## config.mk

```make
export PLATFORM = sky130hd
export DESIGN_NAME = hfs_sequencer
export DESIGN_NICKNAME = d
export VERILOG_FILES = /design/src/design/hfs_pkg.sv /design/src/design/hfs_sequencer.sv
export SDC_FILE = /design/constraint.sdc
export NUM_CORES = 1
export LEC_CHECK = 0
export ABC_AREA = 1
export BUFFER_PORTS_ARGS = -buffer_cell sky130_fd_sc_hd__clkbuf_2
export CORE_MARGIN = 3
export CORE_UTILIZATION = 61
export CTS_BUF_LIST = sky130_fd_sc_hd__clkbuf_2 sky130_fd_sc_hd__clkbuf_4 sky130_fd_sc_hd__clkbuf_8
export CTS_CLUSTER_SIZE = 25
export DETAILED_ROUTE_END_ITERATION = 6
export GPL_TIMING_DRIVEN = 0
export PLACE_DENSITY = 0.84
export REMOVE_ABC_BUFFERS = 1
export SLEW_MARGIN = 0
export SYNTH_ARGS = -nofsm -noshare
export SYNTH_HDL_FRONTEND = slang
export SYNTH_SLANG_ARGS = --single-unit
export TNS_END_PERCENT = 1
```

## constraint.sdc

```tcl
create_clock -name ref_clk -period 2 [get_ports ref_clk]
set_input_delay 0.1 -clock ref_clk [delete_from_list [all_inputs] [get_ports ref_clk]]
set_output_delay 0.1 -clock ref_clk [all_outputs]
set_load 0.01 [all_outputs]
```

## src/design/hfs_pkg.sv

```systemverilog
// constants for the hiccup fault and reset sequencer
package hfs_pkg;
   localparam int          HICCUP_LIMIT     = 7;     // consecutive limit events
   localparam int          HICCUP_PERIODS   = 512;   // shutdown length, clocks
   localparam int          RESET_TIMEOUT    = 1024;  // reset hold, clocks
   localparam logic [2:0]  CNT_RESET        = 3'h0;
   localparam logic [9:0]  TIMER_RESET      = 10'h000;
   localparam logic [15:0] RST_TIMER_RESET  = 16'h0000;

   typedef enum logic [1:0] {
      HFS_OFF,
      HFS_RUN,
      HFS_HICCUP,
      HFS_THERMAL
   } hfs_state_t;
endpackage : hfs_pkg

```

## src/design/hfs_sequencer.sv

```systemverilog
// hiccup, thermal and reset sequencer of a buck converter with aux regulator
// Functional notes
// - limit event ends on-time, counter increments
// - seven events: discharge soft-start, enter hiccup
// - hiccup lasts 512 clocks, then soft-start
// - clean on-time clears the event counter
// - reset low when monitored voltage low
// - reset held low for timeout after recovery
// - over-temperature turns off converter and regulator
// - thermal clear restarts through soft-start
// - regulator needs system; converter needs both enables
`timescale 1ns/1ps
module hfs_sequencer #(
   parameter int LIMIT_COUNT   = hfs_pkg::HICCUP_LIMIT,
   parameter int HICCUP_CLOCKS = hfs_pkg::HICCUP_PERIODS,
   parameter int TIMEOUT_CLKS  = hfs_pkg::RESET_TIMEOUT
) (
   // clock and reset
   input  wire logic ref_clk,
   input  wire logic rst_n,
   // enables
   input  wire logic system_enable,
   input  wire logic converter_enable,
   // switching cycle and comparators
   input  wire logic cycle_start,
   input  wire logic cycle_end,
   input  wire logic current_limit,
   input  wire logic over_temp,
   input  wire logic voltage_ok,
   // power stage controls
   output logic      switch_on,
   output logic      converter_active,
   output logic      aux_regulator_output,
   output logic      softstart_discharge,
   output logic      softstart_begin,
   output logic      hiccup_active,
   // processor reset, open drain
   output logic      reset_out,
   output logic      reset_oe_n
);
   // timing overview:
   // every output is registered, so it answers one edge after its cause.
   // the switching cycle is paced from outside by cycle_start and
   // cycle_end; this block only gates the transistor between them.
   // a limit event ends the on-time at once and counts one event.
   // a finished on-time with no limit event clears the count.
   // reaching the limit moves to hiccup, which holds the soft-start node
   // discharged for the whole interval and then restarts through off.
   // thermal shutdown outranks hiccup; only system_enable low beats it.
   // the reset output is a plain timeout after the supply recovers;
   // the timeout length stands in for the capacitor on
   // timeout_capacitor_node, so pick TIMEOUT_CLKS to match it.
   hfs_pkg::hfs_state_t state;
   hfs_pkg::hfs_state_t next_state;
   logic [2:0]  event_cnt;
   logic [2:0]  next_event_cnt;
   logic [9:0]  hiccup_timer;
   logic [15:0] rst_timer;
   logic        limited;       // limit seen during this on-cycle
   logic        next_limited;

   // enable decoding
   wire conv_en  = system_enable && converter_enable;
   wire limit_ev = state == hfs_pkg::HFS_RUN && switch_on
                   && current_limit;
   wire trip     = limit_ev && 32'(event_cnt) + 1 >= LIMIT_COUNT;
   wire hic_done = 32'(hiccup_timer) >= HICCUP_CLOCKS - 1;
   wire rst_done = 32'(rst_timer) >= TIMEOUT_CLKS - 1;

   // state decodes shared by the gate and the output logic
   wire in_run      = state == hfs_pkg::HFS_RUN;
   wire next_run    = next_state == hfs_pkg::HFS_RUN;
   wire next_hiccup = next_state == hfs_pkg::HFS_HICCUP;
   // soft-start restarts on every entry to run, whatever the cause:
   // first enable, end of hiccup, or cooling after a thermal trip
   wire run_entry   = next_run && !in_run;
   // the regulator follows the system enable; heat overrides it
   wire aux_on      = system_enable && !over_temp;
   // the processor is held in reset while supply or regulator is down
   wire supply_low  = !voltage_ok || !aux_regulator_output;

   // top state transitions; thermal outranks everything but system_enable low
   always_comb
   begin
      next_state = state;
      unique case (state)
         hfs_pkg::HFS_OFF:
            if (conv_en && !over_temp)
               next_state = hfs_pkg::HFS_RUN;
         hfs_pkg::HFS_RUN:
            if (trip)
               next_state = hfs_pkg::HFS_HICCUP;
         hfs_pkg::HFS_HICCUP:
            if (hic_done)
               next_state = hfs_pkg::HFS_OFF;
         hfs_pkg::HFS_THERMAL:
            if (!over_temp)
               next_state = hfs_pkg::HFS_OFF;
      endcase
      if (over_temp && system_enable)
         next_state = hfs_pkg::HFS_THERMAL;
      if (!conv_en && !(over_temp && system_enable))
         next_state = hfs_pkg::HFS_OFF;
   end

   // consecutive limit counter; a clean finished on-time zeroes it
   always_comb
   begin
      next_event_cnt = event_cnt;
      next_limited   = limited;
      if (cycle_start)
         next_limited = 1'b0;
      if (limit_ev)
      begin
         next_event_cnt = event_cnt + 3'h1;
         next_limited   = 1'b1;
      end
      else if (cycle_end && state == hfs_pkg::HFS_RUN && !limited)
         next_event_cnt = hfs_pkg::CNT_RESET;
      if (state != hfs_pkg::HFS_RUN || trip)
         next_event_cnt = hfs_pkg::CNT_RESET;
   end

   // state, counter and on-cycle flag
   always_ff @(posedge ref_clk or negedge rst_n)
   begin
      if (!rst_n)
      begin
         state     <= hfs_pkg::HFS_OFF;
         event_cnt <= hfs_pkg::CNT_RESET;
         limited   <= 1'b0;
      end
      else
      begin
         state     <= next_state;
         event_cnt <= next_event_cnt;
         limited   <= next_limited;
      end
   end

   // hiccup interval timer, only runs in hiccup
   always_ff @(posedge ref_clk or negedge rst_n)
   begin
      if (!rst_n)
         hiccup_timer <= hfs_pkg::TIMER_RESET;
      else if (state == hfs_pkg::HFS_HICCUP)
         hiccup_timer <= hiccup_timer + 10'h001;
      else
         hiccup_timer <= hfs_pkg::TIMER_RESET;
   end

   // switch gate: off for the rest of the cycle once limited
   // the limit wins over cycle_start so a shorted output cannot
   // re-arm the gate in the same clock
   always_ff @(posedge ref_clk or negedge rst_n)
   begin
      if (!rst_n)
         switch_on <= 1'b0;
      else if (!next_run || limit_ev)
         switch_on <= 1'b0;
      else if (cycle_start)
         switch_on <= 1'b1;
      else if (cycle_end)
         switch_on <= 1'b0;
   end

   // power stage controls; soft-start pulse on every entry to run
   // all but the regulator driven from next state so they line up with the state
   // register instead of trailing it by a clock
   always_ff @(posedge ref_clk or negedge rst_n)
   begin
      if (!rst_n)
      begin
         converter_active     <= 1'b0;
         aux_regulator_output <= 1'b0;
         softstart_discharge  <= 1'b1;
         softstart_begin      <= 1'b0;
         hiccup_active        <= 1'b0;
      end
      else
      begin
         converter_active     <= next_run;
         aux_regulator_output <= aux_on;
         softstart_discharge  <= !next_run;
         softstart_begin      <= run_entry;
         hiccup_active        <= next_hiccup;
      end
   end

   // reset timeout; the counter restarts on any dip so brownouts
   // always get the full hold
   always_ff @(posedge ref_clk or negedge rst_n)
   begin
      if (!rst_n)
      begin
         rst_timer <= hfs_pkg::RST_TIMER_RESET;
         reset_out <= 1'b0;
      end
      else if (supply_low)
      begin
         rst_timer <= hfs_pkg::RST_TIMER_RESET;
         reset_out <= 1'b0;
      end
      else if (!rst_done)
         rst_timer <= rst_timer + 16'h0001;
      else
         reset_out <= 1'b1;
   end

   // open drain: pull low by enabling the driver (enable active low)
   // the pin is never driven high; an external pull-up releases it
   assign reset_oe_n = reset_out;
endmodule : hfs_sequencer

```

==> results of run 1 <==
[flip-flops by register name, summed over array words and instances (netlist names)]
signal and flops:
reset_oe_n 1, limited 1, softstart_discharge 1, rst_timer 16, aux_regulator_output 1, state 2, switch_on 1, event_cnt 3
hiccup_active 1, softstart_begin 1, hiccup_timer 10, converter_active 1
[power breakdown]
group / internal [W] / leakage, nW / switching, W
combinational: 0.0000343 / 0.474 / 0.0000658
sequential: 0.000805 / 0.536 / 0.0000100
clock: 0.000164 / 0.0361 / 0.000244
[layer usage]
layer / track usage, % / vias up / wire (um)
met5: 0 / - / 0
met4: 8.79 / 0 / 63
met3: 3.93 / 11 / 195
met2: 36.2 / 53 / 1620
met1: 26.3 / 696 / 1560
li1: - / 742 / -
[per-stage QoR]
step	cells	cell area, sq um	worst slack (ns)	util, %
finish	284	2110	0.259	73.5
global route	284	2110	0.141	73.5
CTS	284	2110	0.133	73.4
detailed placement	272	2010	0.160	70.0
global placement	272	2010	0.198	70.0
floorplan	214	1880	0.430	-
[Yosys cell counts]
| cell type | instances | area (sq um) |
|---|---|---|
| clkbuf_1 | 1 | 3.75 |
| nor3_4 | 1 | 16.3 |
| nor2_2 | 3 | 18.8 |
| dfstp_2 | 1 | 26.3 |
| inv_1 | 33 | 124 |
| o211ai_1 | 1 | 7.51 |
| nand2_1 | 33 | 124 |
| nand3b_1 | 1 | 7.51 |
| a21oi_1 | 9 | 45.0 |
| nor3_1 | 4 | 20.0 |
| nor2_1 | 25 | 93.8 |
| inv_2 | 4 | 15.0 |
| or2_2 | 1 | 6.26 |
| nand3_1 | 19 | 95.1 |
| buf_6 | 1 | 11.3 |
| nor3_2 | 2 | 20.0 |
| o21a_1 | 1 | 7.51 |
| nand2_4 | 1 | 11.3 |
| o21ai_0 | 5 | 25.0 |
| nand4_1 | 6 | 37.5 |
| o21ai_1 | 2 | 10.0 |
| o22ai_1 | 1 | 6.26 |
| ha_1 | 4 | 50.1 |
| nand2_2 | 3 | 18.8 |
| xnor2_1 | 3 | 26.3 |
| buf_2 | 1 | 5.00 |
| a21boi_2 | 1 | 11.3 |
| nand3_2 | 1 | 10.0 |
| o32ai_1 | 1 | 8.76 |
| nor2_4 | 1 | 11.3 |
| o31ai_1 | 2 | 15.0 |
| buf_4 | 1 | 7.51 |
| dfrtp_1 | 38 | 951 |
| xor2_1 | 4 | 35.0 |
| o21ai_2 | 3 | 26.3 |
[worst max-delay path, stage by stage, from the launching register on]
cell and delay [ns]:
dfrtp_1 0.46, ha_1 0.25, nand2_2 0.09, nor2_2 0.16, nand2_1 0.09, nand2_2 0.22
inv_1 0.17, a21oi_1 0.15, nor2_1 0.05
[layout make-up]
cell class,instances,area [sq um]
clock buffer,7,52.6
clock inverter,1,5.00
fill,217,763
inverter,37,139
multi-input combinational,138,767
sequential,39,977
tap,42,52.6
timing repair buffer,20,120
[worst max path at each step]
stage,from,to,depth (start not counted)
after floorplan,rst_timer[0],rst_timer[2],8
after global placement,rst_timer[0],rst_timer[2],8
after detailed placement,rst_timer[0],rst_timer[2],8
after CTS,rst_timer[0],rst_timer[2],8
after global routing,rst_timer[0],rst_timer[2],8
final,rst_timer[0],rst_timer[2],8
[cells by family after synthesis]
group           Yosys count  synth area share (%)
fa+ha+maj                 4                  2.62
buf+inv                  41                  8.72
simple gates            101                  25.7
flops                    39                  51.2
compound gates           26                  8.52
xor+xnor                  7                  3.21
[what timing repair did]
action / 4_1_cts / 5_1_grt
setup endpoints to repair: 0 / 5
resized for setup: 0 / 1
hold buffers: 4 / 0
hold endpoints to repair: 41 / 0
==> run metrics, run 1 <==
sequential-to-total area share from yosys stat 51.2%; Min-Delay Path Class input pin to register; Worst R2R Setup Slack 0.26 ns; Hold EP softstart_begin; CP arrival approximately 2.0 ns; RSZ-0062 raised after global routing no; commonest cells after routing, fill and taps aside dfrtp_1, inv_1, nand2_1; clock latency on the worst-skew pair 0.34 ns; clock-pin slew on the worst setup and hold paths 0.11 ns; Crit Path Max Fanout 11; Port Buffer Count 16; Slew headroom 38.6%; clk buf depth 2; nets 254; layout cells sized above 1 19.4%; Mapped Area 1910 sq um; Post-CTS Setup Inserts 0; Worst Tran Pin Value 0.922 ns; leading cell type in the layout, fill and taps excluded dfrtp_1; worst hold path depth 3; Die Ht 61.9 um; Detailed Route WL 3440 um; Critical Path RT roughly 2.2 ns; DRT iter0 DRCs 73; Mapped Cells 218; Register-to-Register Path Depth 8; Syn-to-layout area delta 10.8%; initial antenna violation count 0; FF+latch count, synth 39; Site Rows 19; gp weighted congestion 0.841; Worst Setup End Kind register; Std-Cell Core Area 2880 sq um; beginning of the worst register-to-register path rst_timer[0]; number of CTS-inserted buffers 5; Die Wd 61.9 um; largest net degree at the start of global routing 40; run status finished, final reports clean; HP Start converter_enable; # diodes 0; period utilization 87.0%; I/O pin count 17; Final ANT Viol Nets 0; Setup violations, final 0; Leak 1.05 nW; Max Slew Vio Count 0; FF-to-FF End rst_timer[2]; total number of vias 1,502; type of the worst setup path register to register; post-synth cell types 35; post-detail-place hpwl 2490 um; worst hold margin 0.0273 ns; clock skew 0.0110 ns; drt drc 0; vias in the first global route 1,405; fin crit period 1.74 ns; Hold Vio Cnt, Final 0; Avg Cell Area, Syn ~9 sq um; Starting Density 66.3%; total grt overflow 0; total power 0.00132 W; yosys warns 0; peak supply drop 0.000508 V; Achievable Freq 574 MHz; GRT Total Usage 21.2%; clock root buffer master clkbuf_4; H-tree depth 2; Power Density between 600 and 700 nW/um^2; TritonCTS clock tree built; WL/cell ~12 um; clk sinks 39; Startpoint Class register; global-route wire length before repair 5910 um; die area 3840 sq um; Via-to-Cell Ratio 5.29; first drt pass iteration count 5; Fin Setup TNS 0 ns; max-cap violations 0
(Power assumes the default switching activity.)
==> inputs of run 2 (changes only) <==
Settings changed: CELL_PAD_IN_SITES_DETAIL_PLACEMENT set to 2, CELL_PAD_IN_SITES_GLOBAL_PLACEMENT set to 2, CORE_UTILIZATION 61 to 37, PLACE_DENSITY 0.84 to 0.83.
==> run metrics, run 2 (synthesis gave the netlist of run 1 again) <==
run status finished, final reports clean; Startpoint Class register; fin worst setup slack 0.203 ns; post-detail-place hpwl 3280 um; total number of vias between 1.5k and 2k; Starting Density about two fifths; Fin Setup TNS 0 ns; Post-DP Area 2040 sq um; combinational power share 6.4%; # diodes 0; critical-path cell list ha_1 > nand2_2 > nor2_2 > nand2_1 > nand2_2 > inv_1 > a21oi_1 > nor2_1; Sw Pwr 0.000381 W; type of the worst setup path register to register; max FFs per register 16; clock root buffer master clkbuf_8; Power Density 729 nW/um^2; total grt overflow 0; Die Wd 77.8 um; Min-Delay Path Class input pin to register; Die Ht 77.8 um; Largest regs rst_timer x16, hiccup_timer x10, event_cnt x3; Achievable Freq around 560 MHz; layout cells sized above 1 19.6%; Int Pwr 0.00121 W; worst slack, placed 0.0870 ns; global-route wire length before repair 8390 um; fin crit period ~1.8 ns; drt drc 0; Via-to-Cell Ratio 4.97; clk sinks 39; peak supply drop 0.000412 V; Syn-to-layout area delta 14.2%; Final ANT Viol Nets 0; Site Rows 25; nets approximately 250; clk buf depth 2; H-tree depth 2; leading cell type in the layout, fill and taps excluded dfrtp_1; Sw Ratio 24.0%; GRT Total Usage 17.6%; vias in the first global route roughly 1.7k; Post-Route Utilization between 40% and 50%; WL/cell about 16 um; clock skew around 0.0062 ns; Slew headroom 34.6%; Hold Vio Cnt, Final 0; slowest CP cell dfrtp_1; final instance area 2180 sq um; clock latency on the worst-skew pair 0.29 ns; number of CTS-inserted buffers 5; largest net degree at the start of global routing 40; Post-CTS Setup Inserts 0; TritonCTS clock tree built; commonest cells after routing, fill and taps aside dfrtp_1, inv_1, nand2_1; first drt pass iteration count 4; Crit Path Max Fanout 11; worst hold margin between 0.009 and 0.01 ns; Worst Tran Pin Value about 0.98 ns; Leak 1.06 nW; gp weighted congestion 0.761; Worst Setup End Kind register; Most flops, register rst_timer; DRT iter0 DRCs 90; power share of the clock group 42.3%; Std-Cell Core Area 4850 sq um; max-cap violations 0; clock-pin slew on the worst setup and hold paths 0.08 ns; Max Slew Vio Count 0; I/O pin count 17; worst stage delay on the critical path 0.44 ns; Detailed Route WL slightly below 5000 um; RSZ-0062 raised after global routing no; CP arrival 1.98 ns; Critical Path RT about 2.2 ns; Setup violations, final 0; Seq pwr share between 50% and 60%; initial antenna violation count 0; cell mode on critical path nand2_2; Worst R2R Setup Slack 0.20 ns; Port Buffer Count 16; die area 6050 sq um; period utilization 89.9%
-- run 2: changes by cell type in the layout (fill, tap and decap cells not counted), sizes merged --
cell | before | now
dlygate4sd3 | 4 | 2
bufinv | 0 | 1
clkbuf | 23 | 21
clkinv | 1 | 2
-- run 2: critical path, delay by kind of cell (launching register included) --
kind            cells  cell delay [ns]
flops               1             0.44
fa+ha+maj           1             0.28
simple gates        5             0.61
compound gates      1             0.18
buf+inv             1             0.17
-- run 2: power groups by stage --
stage,sequential (W),combinational [W],clock [W]
final,0.000815,0.000102,0.000672
after global routing,0.000818,0.000118,0.000727
after CTS,0.000816,0.000106,0.000687
after detailed placement,0.000830,0.000102,0
after global placement,0.000830,0.0000981,0
after floorplan,0.000833,0.0000478,0
-- run 2: final timing paths --
check | startpoint | to | cells past startpoint
worst min-delay path | over_temp | aux_regulator_output | 2
max in group asynchronous | rst_n | state[1] | 2
min in group asynchronous | rst_n | hiccup_timer[7] | 2
worst max-delay path | rst_timer[0] | rst_timer[2] | 8
worst min register to register | hiccup_timer[0] | hiccup_timer[0] | 1
worst max register to register | rst_timer[0] | rst_timer[2] | 8
-- run 2: cell type report --
class	instances	area, sq um
inverters	37	139
well taps	67	83.8
repair buffers	18	100
clock buffers	5	68.8
fillers	558	2670
multi-input cells	138	767
clock inverters	3	43.8
flip-flops and latches	39	977
-- run 2: per-stage QoR --
stage | power [W] | std cells
2_1_floorplan | 0.000881 | 214
4_1_cts | 0.00161 | 307
6_report | 0.00159 | 307
5_1_grt | 0.00166 | 307
3_3_place_gp | 0.000928 | 297
3_5_place_dp | 0.000933 | 297
-- run 2: per-layer routing --
| metal | share of wire, % | wire length (um) | GRT usage [%] | up-vias |
|---|---|---|---|---|
| li1 | - | - | - | 731 |
| met1 | 44 | 2150 | 21.3 | 777 |
| met2 | 52 | 2540 | 31.9 | 14 |
| met3 | 2.6 | 126 | 4.18 | 5 |
| met4 | 0.64 | 31 | 3.20 | 0 |
| met5 | 0 | 0 | 0 | - |
-- run 2: what timing repair did --
item                                    4_1_cts  5_1_grt
hold buffers                                  2        0
endpoints found under the setup margin        1        0
endpoints found under the hold margin         6        0
gates resized for setup                       1        0
